### config.mk
export PLATFORM = sky130hd
export DESIGN_NAME = ident_bank
export DESIGN_NICKNAME = d
export VERILOG_FILES = /design/src/design/ident_pkg.sv /design/src/design/ident_bank.sv /design/src/design/word_store.sv
export SDC_FILE = /design/constraint.sdc
export NUM_CORES = 1
export LEC_CHECK = 0
export ABC_AREA = 1
export ABC_CLOCK_PERIOD_IN_PS = 7900
export BUFFER_PORTS_ARGS = -buffer_cell sky130_fd_sc_hd__buf_2
export CAP_MARGIN = 5
export CORE_MARGIN = 2
export CORE_UTILIZATION = 55
export DETAILED_ROUTE_END_ITERATION = 12
export PLACE_DENSITY = 0.72
export SLEW_MARGIN = 20
export SYNTH_ARGS = -nofsm -noshare
export SYNTH_HDL_FRONTEND = slang
export SYNTH_SLANG_ARGS = --single-unit
### constraint.sdc
create_clock -name sys_clk -period 7.9 [get_ports sys_clk]
set_input_delay 1.58 -clock sys_clk [delete_from_list [all_inputs] [get_ports sys_clk]]
set_output_delay 1.58 -clock sys_clk [all_outputs]
set_load 0.01 [all_outputs]
### src/design/ident_pkg.sv
// Constants and carriers for the identification and scratchpad bank.
// Assumes a PMBus protocol engine on the same clock that decodes commands
// and pages and hands single read or write requests to the bank.
package ident_pkg;

	// Command codes
	localparam logic [7:0] CMD_CAPABILITY   = 8'h19;
	localparam logic [7:0] CMD_REVISION     = 8'h98;
	localparam logic [7:0] CMD_TOOL_A       = 8'hB0;
	localparam logic [7:0] CMD_TOOL_PAGED   = 8'hB1;
	localparam logic [7:0] CMD_OEM          = 8'hB2;
	localparam logic [7:0] CMD_SCRATCH_PG   = 8'hB3;
	localparam logic [7:0] CMD_SCRATCH_UNPG = 8'hB4;
	localparam logic [7:0] CMD_MAKER_ONE    = 8'hB5;
	localparam logic [7:0] CMD_MAKER_TWO    = 8'hBC;
	localparam logic [7:0] CMD_MAKER_ID     = 8'hE7;
	localparam logic [7:0] CMD_LOT          = 8'hE8;

	// Capability byte fields
	localparam int          CAP_PEC_BIT   = 7;
	localparam int          CAP_SPEED_LSB = 5;
	localparam logic [1:0]  CAP_SPEED_400K = 2'h1;
	localparam int          CAP_ALERT_BIT = 4;
	localparam logic [7:0]  CAPABILITY_VAL = 8'hB0;
	localparam logic [7:0]  REVISION_VAL   = 8'h11;

	// Word store layout: index is {slot, page}
	localparam int         PAGE_COUNT = 4;
	localparam int         PAGE_W     = 2;
	localparam int         SLOT_W     = 3;
	localparam int         STORE_AW   = SLOT_W + PAGE_W;
	localparam int         STORE_DEPTH = 32;
	localparam logic [2:0] SLOT_TOOL_A   = 3'h0;
	localparam logic [2:0] SLOT_TOOL_PG  = 3'h1;
	localparam logic [2:0] SLOT_OEM      = 3'h2;
	localparam logic [2:0] SLOT_SCR_PG   = 3'h3;
	localparam logic [2:0] SLOT_SCR_UNPG = 3'h4;
	localparam logic [2:0] SLOT_MAKER1   = 3'h5;
	localparam logic [2:0] SLOT_MAKER2   = 3'h6;
	localparam logic [2:0] SLOT_LOT      = 3'h7;
	localparam logic [15:0] WORD_RESET   = 16'h0000;

	// Request from the protocol engine
	typedef struct packed {
		logic        rd;
		logic        wr;
		logic [7:0]  code;
		logic [1:0]  page;
		logic [15:0] wdata;
	} cmd_req_s;

	// Answer to the protocol engine
	typedef struct packed {
		logic        valid;
		logic        err;
		logic [15:0] rdata;
	} cmd_rsp_s;

	// Restore path from the nonvolatile store
	typedef struct packed {
		logic        we;
		logic [4:0]  addr;
		logic [15:0] wdata;
	} nvm_load_s;

endpackage

### src/design/ident_bank.sv
// Identification and scratchpad command bank of a power system manager.
// Assumes a PMBus engine on sys_clk issuing one request at a time and an
// nonvolatile restore engine that writes stored words after reset.
//
// Behaviour
// - Capability bit 7 always set
// - Capability bits 6:5 read 01
// - Capability bit 4 always set
// - Capability read returns constant B0
// - Revision read returns 11
// - Maker identification word is fixed
// - Paged read-only lot byte, restored
// - User and reserved words read and write
// - Scratch words: unpaged plus four, zero
// - Separate flag shows mandatory error checking
`timescale 1ns/100ps
module ident_bank
	import ident_pkg::*;
#(
	parameter logic [15:0] MAKER_ID = 16'h5A5A, // Arbitrary value
	parameter int          PAGES    = 4
) (
	// Clock and reset
	input  wire logic                sys_clk,
	input  wire logic                nrst,
	// Command port
	input  wire ident_pkg::cmd_req_s req,
	output logic                     req_ready,
	output ident_pkg::cmd_rsp_s      rsp,
	// Restore from nonvolatile store
	input  wire ident_pkg::nvm_load_s nvm,
	output logic                     nvm_ready,
	// Configuration
	input  wire logic                pec_en_cfg,
	output logic                     pec_required
);
	import ident_pkg::*;

	typedef enum logic [1:0] {
		ST_INIT = 2'b01,
		ST_IDLE = 2'b10
	} bank_state_e;

	bank_state_e          state_ff;
	bank_state_e          nxt_state;
	logic [STORE_AW-1:0]  init_cnt_ff;
	logic [STORE_AW-1:0]  nxt_init_cnt;
	logic                 rsp_valid_ff;
	logic                 rsp_err_ff;
	logic                 sel_mem_ff;
	logic [15:0]          fixed_ff;
	logic                 pec_ff;
	logic [15:0]          mem_rdata;

	// Page count is built into the store layout
	if (PAGES != PAGE_COUNT)
		$error("ident_bank: PAGES must equal the store page count");

	// Command decode
	wire hit_cap   = (req.code == CMD_CAPABILITY);
	wire hit_rev   = (req.code == CMD_REVISION);
	wire hit_id    = (req.code == CMD_MAKER_ID);
	wire hit_lot   = (req.code == CMD_LOT);
	wire hit_tla   = (req.code == CMD_TOOL_A);
	wire hit_tlp   = (req.code == CMD_TOOL_PAGED);
	wire hit_oem   = (req.code == CMD_OEM);
	wire hit_scp   = (req.code == CMD_SCRATCH_PG);
	wire hit_scu   = (req.code == CMD_SCRATCH_UNPG);
	wire hit_mk1   = (req.code == CMD_MAKER_ONE);
	wire hit_mk2   = (req.code == CMD_MAKER_TWO);
	wire hit_rw    = hit_tla | hit_tlp | hit_oem | hit_scp | hit_scu
	               | hit_mk1 | hit_mk2;
	wire hit_ro    = hit_cap | hit_rev | hit_id | hit_lot;
	wire hit_mem   = hit_rw | hit_lot;
	wire is_paged  = hit_tlp | hit_scp | hit_mk1 | hit_mk2 | hit_lot;

	// Slot select; unpaged words always sit at page zero
	wire [SLOT_W-1:0] slot =
		hit_tlp ? SLOT_TOOL_PG  :
		hit_oem ? SLOT_OEM      :
		hit_scp ? SLOT_SCR_PG   :
		hit_scu ? SLOT_SCR_UNPG :
		hit_mk1 ? SLOT_MAKER1   :
		hit_mk2 ? SLOT_MAKER2   :
		hit_lot ? SLOT_LOT      : SLOT_TOOL_A;
	wire [PAGE_W-1:0]   page_sel = is_paged ? req.page : '0;
	wire [STORE_AW-1:0] req_addr = {slot, page_sel};

	// Handshake: nothing is taken during the sweep or a restore write
	wire in_idle   = (state_ff == ST_IDLE);
	assign nvm_ready = in_idle;
	assign req_ready = in_idle & ~nvm.we;
	wire taken     = req_ready & (req.rd | req.wr);
	wire rd_taken  = taken & req.rd & ~req.wr;
	// A request with both strobes set is refused, so it must not write
	wire host_we   = taken & req.wr & ~req.rd & hit_rw;
	wire bad_req   = ~(hit_mem | hit_ro) | (req.wr & hit_ro) | (req.rd
	                 & req.wr);

	// Store write mux: sweep, then restore, then host
	wire init_we   = ~in_idle;
	wire nvm_we    = in_idle & nvm.we;
	// Lot entries keep only their byte; the upper half always reads zero
	wire lot_load  = (nvm.addr[STORE_AW-1:PAGE_W] == SLOT_LOT);
	wire [15:0] nvm_word = lot_load ? {8'h00, nvm.wdata[7:0]} : nvm.wdata;
	wire st_we     = init_we | nvm_we | host_we;
	wire [STORE_AW-1:0] st_waddr = init_we ? init_cnt_ff :
		nvm_we ? nvm.addr : req_addr;
	wire [15:0] st_wdata = init_we ? WORD_RESET :
		nvm_we ? nvm_word : req.wdata;

	// Fixed read values
	wire [7:0] cap_byte = CAPABILITY_VAL;
	wire [15:0] fixed_sel =
		hit_cap ? {8'h00, cap_byte}      :
		hit_rev ? {8'h00, REVISION_VAL}  :
		hit_id  ? MAKER_ID               : 16'h0000;

	word_store #(
		.WIDTH (16),
		.DEPTH (STORE_DEPTH)
	) u_store (
		.sys_clk (sys_clk),
		.we      (st_we),
		.waddr   (st_waddr),
		.wdata   (st_wdata),
		.raddr   (req_addr),
		.rdata   (mem_rdata)
	);

	// Sweep sequence clears every word after reset
	always_comb
	begin
		nxt_state    = state_ff;
		nxt_init_cnt = init_cnt_ff;
		case (state_ff)
			ST_INIT:
			begin
				nxt_init_cnt = init_cnt_ff + 1'b1;
				if (&init_cnt_ff)
					nxt_state = ST_IDLE;
			end
			ST_IDLE: nxt_state = ST_IDLE;
			default: nxt_state = ST_INIT;
		endcase
	end

	// State registers
	always_ff @(posedge sys_clk or negedge nrst)
	begin
		if (!nrst)
		begin
			state_ff    <= ST_INIT;
			init_cnt_ff <= '0;
		end
		else
		begin
			state_ff    <= nxt_state;
			init_cnt_ff <= nxt_init_cnt;
		end
	end

	// Answer registers, one edge after the request is taken
	always_ff @(posedge sys_clk or negedge nrst)
	begin
		if (!nrst)
		begin
			rsp_valid_ff <= 1'b0;
			rsp_err_ff   <= 1'b0;
			sel_mem_ff   <= 1'b0;
			fixed_ff     <= 16'h0000;
			pec_ff       <= 1'b0;
		end
		else
		begin
			rsp_valid_ff <= taken;
			rsp_err_ff   <= taken & bad_req;
			sel_mem_ff   <= rd_taken & hit_mem;
			fixed_ff     <= rd_taken ? fixed_sel : 16'h0000;
			pec_ff       <= pec_en_cfg;
		end
	end

	// Both sources are flip-flops; unselected data read as zero
	wire [15:0] rsp_rdata = sel_mem_ff ? mem_rdata : fixed_ff;
	assign rsp = '{valid: rsp_valid_ff, err: rsp_err_ff, rdata: rsp_rdata};
	assign pec_required = pec_ff;

	// Assertion helper: counts sweep edges independently of the sweep counter
	logic [STORE_AW:0] sweep_len_ff;
	always_ff @(posedge sys_clk or negedge nrst)
	begin
		if (!nrst)
			sweep_len_ff <= '0;
		else
			sweep_len_ff <= sweep_len_ff + {{STORE_AW{1'b0}}, init_we};
	end
endmodule // ident_bank

### src/design/word_store.sv
// Small single-port-write, registered-read word memory.
// Assumes one clock; read data appear one edge after the address.
`timescale 1ns/100ps
module word_store #(
	parameter int WIDTH = 16,
	parameter int DEPTH = 32
) (
	// Clock
	input  wire logic                     sys_clk,
	// Write port
	input  wire logic                     we,
	input  wire logic [$clog2(DEPTH)-1:0] waddr,
	input  wire logic [WIDTH-1:0]         wdata,
	// Read port
	input  wire logic [$clog2(DEPTH)-1:0] raddr,
	output logic      [WIDTH-1:0]         rdata
);

	logic [WIDTH-1:0] mem_ff [DEPTH];

	// Power-of-two depth keeps every address a real entry
	if ((DEPTH < 2) || ((DEPTH & (DEPTH - 1)) != 0))
		$error("word_store: DEPTH must be a power of two");

	// No reset on the array; the owner sweeps it after reset
	always_ff @(posedge sys_clk)
	begin
		if (we)
			mem_ff[waddr] <= wdata;
		rdata <= mem_ff[raddr]; // Read before write on a clash
	end

endmodule // word_store

==> impl_metrics.ini, run 1 <==
[global_routing]
grt_pass1_vias = 15300
grt_antenna_before_repair = 2
grtUsageTotal = 0.283
grt_first_pass_wirelength_um = 93700
grt_max_degree = 165
gr-total-overflow = 0

[synthesis]
post-synth-top-count-cell = edfxtp_1
ys_ff_latch = 543
synthArstFlopShare = 0.0276
synth.distinct_cells = 41
syn_inst = 2075
synth_common_cells = 512 x edfxtp_1, 410 x nand3_1, 347 x nand2_1
yosys_warnings = 0
ys_top_cells_by_area = edfxtp_1 65%, nand3_1 8.7%, nand2_1 5.5%
ys.flop_type = edfxtp_1
syn_area_per_cell_um2 = 11.4
syn-cell-area_um2 = 23700
syn-num-nets = 2132
synth_seq_area_share = 0.679
synth-edff-count = 512
synth.top_cell.area_share = 0.650
synth_largest_area_cell = edfxtp_1

[detailed_routing]
wirelength_um = 62800
drtIter0Drc = 1991
viasPerCell = 6.02
via_count = 16300
wl_per_cell_um = 23.2
dr.pass1.iters = 6
ant_nets = 0
drcViolationCount = 0

[clock_tree]
numCtsBuffers = 54
cts_tree = done
hold_buffers = 0
clk_path_buf_depth = 3
cts-resized-gates = 0
clock_latency_ps = 610
cts_root_buffer = clkbuf_16
clock-sinks = 543
htreeDepth = 2
clk_pin_slew_worst_paths_ps = 60
cts_setup_buffers = 0

[floorplanning]
pin_count = 74
die_area_um2 = 44700
core_area_um2 = 42200
die_w_um = 211
die-height_um = 211
rows = 75
initial_core_util = 0.560

[worst_setup_path]
cp_top_family = simple AND/OR/NAND/NOR gates
arrival_ps = 4730
reg2reg_depth = 10
startpoint_type = primary input
crit_buf_inv = 6
cp_max_fo = 33
critPathCaptureType = register
critical_path.slowest_cell = nor2_2
path_class = primary input to register
required_ps = 8110
crit_chain = buf_2 > nand2_1 > inv_1 > nand2_1 > nor2_1 > nor2_2 > inv_1 > a21oi_4 > buf_4 > inv_2 > o21ai_2 > inv_2 > nor2_1 > nand2_1 > nor2_2
cp.depth = 15
cp_common_cell = nand2_1
critPathMaxStageDelay_ps = 750

[timing]
rsz0062_at_grt = false
whs_ps = 504
fmax_ghz = 0.221
setup_violations = 0
maxSlewHeadroom = 0.342
worst_pin_slew_ps = 987
layout_min_cycle_time_ps = 4520
hold_viol_final = 0
post-route-period-util = 0.572
finalClockSkew_ps = 21.8
maxSlewViolCount = 0
fin_tns_setup_ps = 0

[finish]
nFillCells = 3277
drive_gt1_frac = 0.158
postLayoutCoreUtil = 0.622
instances_no_fill = 2706
fin_nets = 2180
areaGrowthSynthToFinish_pct = 11.1

[place]
place_inst = 2606
dp_hpwl_um = 35000
gp_congestion = 0.842
port_buffers = 73

[power_and_ir_drop]
power.density_nw_per_um2 = 226
power_leakage_nw = 10.5
vdd_drop_max_mv = 0.219
finalPower_mw = 5.95

[min_path]
hold_class = register to register
hold_depth = 2

[run_status]
outcome = finished, final reports clean

[flow_run]
drv_cap = 0
## sequential cells by signal, indices dropped and copies added (netlist names)
register / count
rsp_err_ff: 1
fixed_ff: 4
pec_required: 1
u_store.rdata: 16
state_ff: 2
sel_mem_ff: 1
init_cnt_ff: 5
u_store.mem_ff: 512
rsp_valid_ff: 1
## cell type report
class                           instances  area [µm²]  area share
Sequential cell                       543       16100       0.612
Multi-Input combinational cell       1150        6070       0.231
Clock buffer                           69        1420      0.0539
Inverter                              242         910      0.0346
Timing Repair Buffer                  132         845      0.0321
Tap cell                              539         674      0.0257
Clock inverter                         30         290      0.0110
Antenna cell                            1        2.50   0.0000952
## per-layer routing
metal	up-vias	share of wire	global-route usage
met5	-	0	0
met4	0	0.028	0.0918
met3	99	0.094	0.0442
met2	807	0.47	0.454
met1	8005	0.40	0.399
li1	7389	-	-
## cell families (layout without fill, tap and decap cells)
| logic type | Yosys count | in the layout | share of synthesized area |
|---|---|---|---|
| adders and majority gates | 4 | 4 | 0.00212 |
| DFF | 543 | 543 | 0.679 |
| other | 0 | 1 | 0 |
| AOI/OAI and AO/OA | 143 | 143 | 0.0526 |
| and+or+nand+nor | 1000 | 1000 | 0.199 |
| xor gates and xnor gates | 3 | 3 | 0.00111 |
| buffers and inverters | 382 | 473 | 0.0656 |
## cells in the final DEF, fill, tap and decap left out, types with 2 or more instances in the layout
cell type   instances
nand3_2             2
buf_12              2
o21ai_0             2
nand3_1           409
buf_2              71
bufinv_16           5
a32o_1              8
or2_0               2
clkbuf_16          54
nand4_1             2
clkbuf_1           14
clkinvlp_4          2
clkinv_2           10
nand2_1           347
dfrtp_1            14
ha_1                4
inv_6               2
nor3_1              6
a22o_1              5
edfxtp_1          512
buf_4              58
xor2_1              2
inv_1             235
nor2_1             80
nor2_2              6
clkbuf_8            2
inv_2               5
a22o_2              3
a21oi_1             5
nand3b_1           30
dfxtp_1            16
o2111ai_1         112
or2_2             110
nand2_4             2
clkinv_1           11
## path summary, 6_finish.rpt
check                                   startpoint                             end  slack, ps
min in group asynchronous                     nrst      init_cnt_ff[3]$_DFFE_PN0N_        890
max in group asynchronous                     nrst         state_ff[0]$_DFFE_PN1P_       6690
hold / removal             state_ff[0]$_DFFE_PN1P_         state_ff[0]$_DFFE_PN1P_        500
setup reg to reg           state_ff[0]$_DFFE_PN1P_  u_store.mem_ff[4][4]$_DFFE_PP_       4300
setup / recovery                           req[23]  u_store.mem_ff[4][4]$_DFFE_PP_       3380
hold reg to reg            state_ff[0]$_DFFE_PN1P_         state_ff[0]$_DFFE_PN1P_        500
## stage by stage
step / worst slack [ps] / instance area (µm²)
final: 3380 / 26300
after global routing: 3160 / 26300
after CTS: 3460 / 26300
after detailed placement: 2860 / 24600
after global placement: 2460 / 24600
after floorplan: 3960 / 23700
## power by group
group / leakage (nW) / internal [mW] / switching (mW)
registers: 5.16 / 3.19 / 0.00260
logic: 4.47 / 0.0579 / 0.215
clock network: 0.831 / 1.43 / 1.06
## worst min-delay path, cell delays in order, from the launching register on
cell and delay, ps:
dfstp_2 370, inv_1 70, a21oi_1 60
Note: power is estimated with default switching activity, not from simulation.
==> run 2, diff against run 1 <==
Settings changed: ABC_CLOCK_PERIOD_IN_PS 7900 to 4600.
Clock period 7.9 ns to 4.6 ns, I/O delays scaled along.
==> run 2 against run 1 <==
Final area rose by 0.93%; register-to-register slack got worse by 3100 ps; combinational power rose by 77%; sequential power rose by 72%; core utilization rose by 0.58 points; critical path type is now register to register.
==> impl_metrics.ini, run 2 (synthesized netlist as in run 1, its figures left out) <==
[worst_setup_path]
arrival_ps = 3670
required_ps = 4880
cp_max_fo = 21
critPathCaptureType = register
path_class = register to register
startpoint_type = register

[power_and_ir_drop]
seqPwrFrac = 0.528
combPwrFrac = 0.047
vdd_drop_max_mv = 0.285
p_switching_mw = 2.21
clock_power_share = 0.425
sw_frac_of_total = 0.213
p_int_mw = 8.16
power_leakage_nw = 10.6
power.density_nw_per_um2 = 391

[floorplanning]
initial_core_util = 0.560
die_area_um2 = 44700
die_w_um = 211
pin_count = 74
die-height_um = 211
core_area_um2 = 42200
rows = 75

[global_routing]
grt_pass1_vias = 16000
grt_antenna_before_repair = 2
grtUsageTotal = 0.288
grt_first_pass_wirelength_um = 95800
gr-total-overflow = 0
grt_max_degree = 153

[timing]
rsz0062_at_grt = false
worst_pin_slew_ps = 985
maxSlewHeadroom = 0.343
layout_min_cycle_time_ps = 3390
post-route-period-util = 0.737
setup_violations = 0
fmax_ghz = 0.295
maxSlewViolCount = 0
whs_ps = 231
finalClockSkew_ps = 14.5
hold_viol_final = 0
finalWorstSetupSlack_ps = 1210
fin_tns_setup_ps = 0

[finish]
areaGrowthSynthToFinish_pct = 12.1
final_common_cell = edfxtp_1
fin_nets = 2193
instances_no_fill = 2721
largest_register_ffs = 512
drive_gt1_frac = 0.164
regMostFlops = u_store.mem_ff
reg_top3 = u_store.mem_ff: 512 flops, u_store.rdata: 16 flops, init_cnt_ff: 5 flops
nFillCells = 3188
most-common-layout-cells = 512 x edfxtp_1, 409 x nand3_1, 347 x nand2_1

[place]
dp_hpwl_um = 35500
gp_congestion = 0.913
post-place-ws_ps = 871
port_buffers = 73
place_inst = 2619

[detailed_routing]
ant_nets = 0
drcViolationCount = 0
wirelength_um = 63500
via_count = 16400
wl_per_cell_um = 23.3
dr.pass1.iters = 5
viasPerCell = 6.02
drtIter0Drc = 2271

[clock_tree]
cts_setup_buffers = 0
clk_pin_slew_worst_paths_ps = 60
clock-sinks = 543
htreeDepth = 2
clock_latency_ps = 600
numCtsBuffers = 54
cts_tree = done
hold_buffers = 0
cts-resized-gates = 0
cts_root_buffer = clkbuf_16
clk_path_buf_depth = 3

[min_path]
hold_class = primary input to async pin

[run_status]
outcome = finished, final reports clean

[flow_run]
drv_cap = 0
[run 2: layout make-up]
| cell class | instances | area [µm²] | area share |
|---|---|---|---|
| multi-input cells | 1150 | 6060 | 0.228 |
| clock buffers | 83 | 1610 | 0.0609 |
| clock inverters | 18 | 174 | 0.00656 |
| well taps | 539 | 674 | 0.0254 |
| flip-flops and latches | 543 | 16100 | 0.606 |
| diodes | 1 | 2.50 | 0.0000944 |
| inverters | 242 | 910 | 0.0343 |
| repair buffers | 145 | 1020 | 0.0384 |
[run 2: final timing paths]
| kind | to | startpoint | slack, ps | cells past startpoint |
|---|---|---|---|---|
| max | u_store.mem_ff[28][2]$_DFFE_PP_ | state_ff[0]$_DFFE_PN1P_ | 1210 | 11 |
| min | fixed_ff[0]$_DFF_PN0_ | nrst | 230 | 1 |
| max reg2reg | u_store.mem_ff[28][2]$_DFFE_PP_ | state_ff[0]$_DFFE_PN1P_ | 1210 | 11 |
| min reg2reg | init_cnt_ff[3]$_DFFE_PN0N_ | init_cnt_ff[3]$_DFFE_PN0N_ | 490 | 1 |
| max in group asynchronous | state_ff[0]$_DFFE_PN1P_ | nrst | 4050 | 1 |
| min in group sys_clk | pec_required$_DFF_PN0_ | pec_en_cfg | 420 | 1 |
[run 2: power groups by stage]
stage | clock network [mW] | registers [mW] | logic, mW
global placement | 0 | 5.58 | 0.469
global route | 4.62 | 5.48 | 0.517
finish | 4.41 | 5.48 | 0.484
floorplan | 0 | 5.58 | 0.249
detailed placement | 0 | 5.58 | 0.479
CTS | 4.44 | 5.48 | 0.480
[run 2: critical path: stages, from the launching register on]
cell	delay, ps
dfstp_2	530
inv_1	50
ha_1	270
inv_1	110
nor2_1	40
buf_4	210
inv_1	300
nor2_1	110
nor3_1	630
nand3_1	320
nor2_1	190
buf_4	290
[run 2: layer usage]
metal | vias to the layer above | part of all wire | global-route usage
met2 | 847 | 0.47 | 0.461
li1 | 7421 | - | -
met1 | 8006 | 0.40 | 0.394
met4 | 0 | 0.032 | 0.109
met3 | 118 | 0.096 | 0.0579
met5 | - | 0 | 0
[run 2: per-stage QoR]
step / instance area (µm²) / total power [mW] / util
global route: 26500 / 10.6 / 0.628
detailed placement: 24700 / 6.06 / 0.586
global placement: 24700 / 6.05 / 0.586
floorplan: 23700 / 5.83 / -
finish: 26500 / 10.4 / 0.628
CTS: 26500 / 10.4 / 0.628
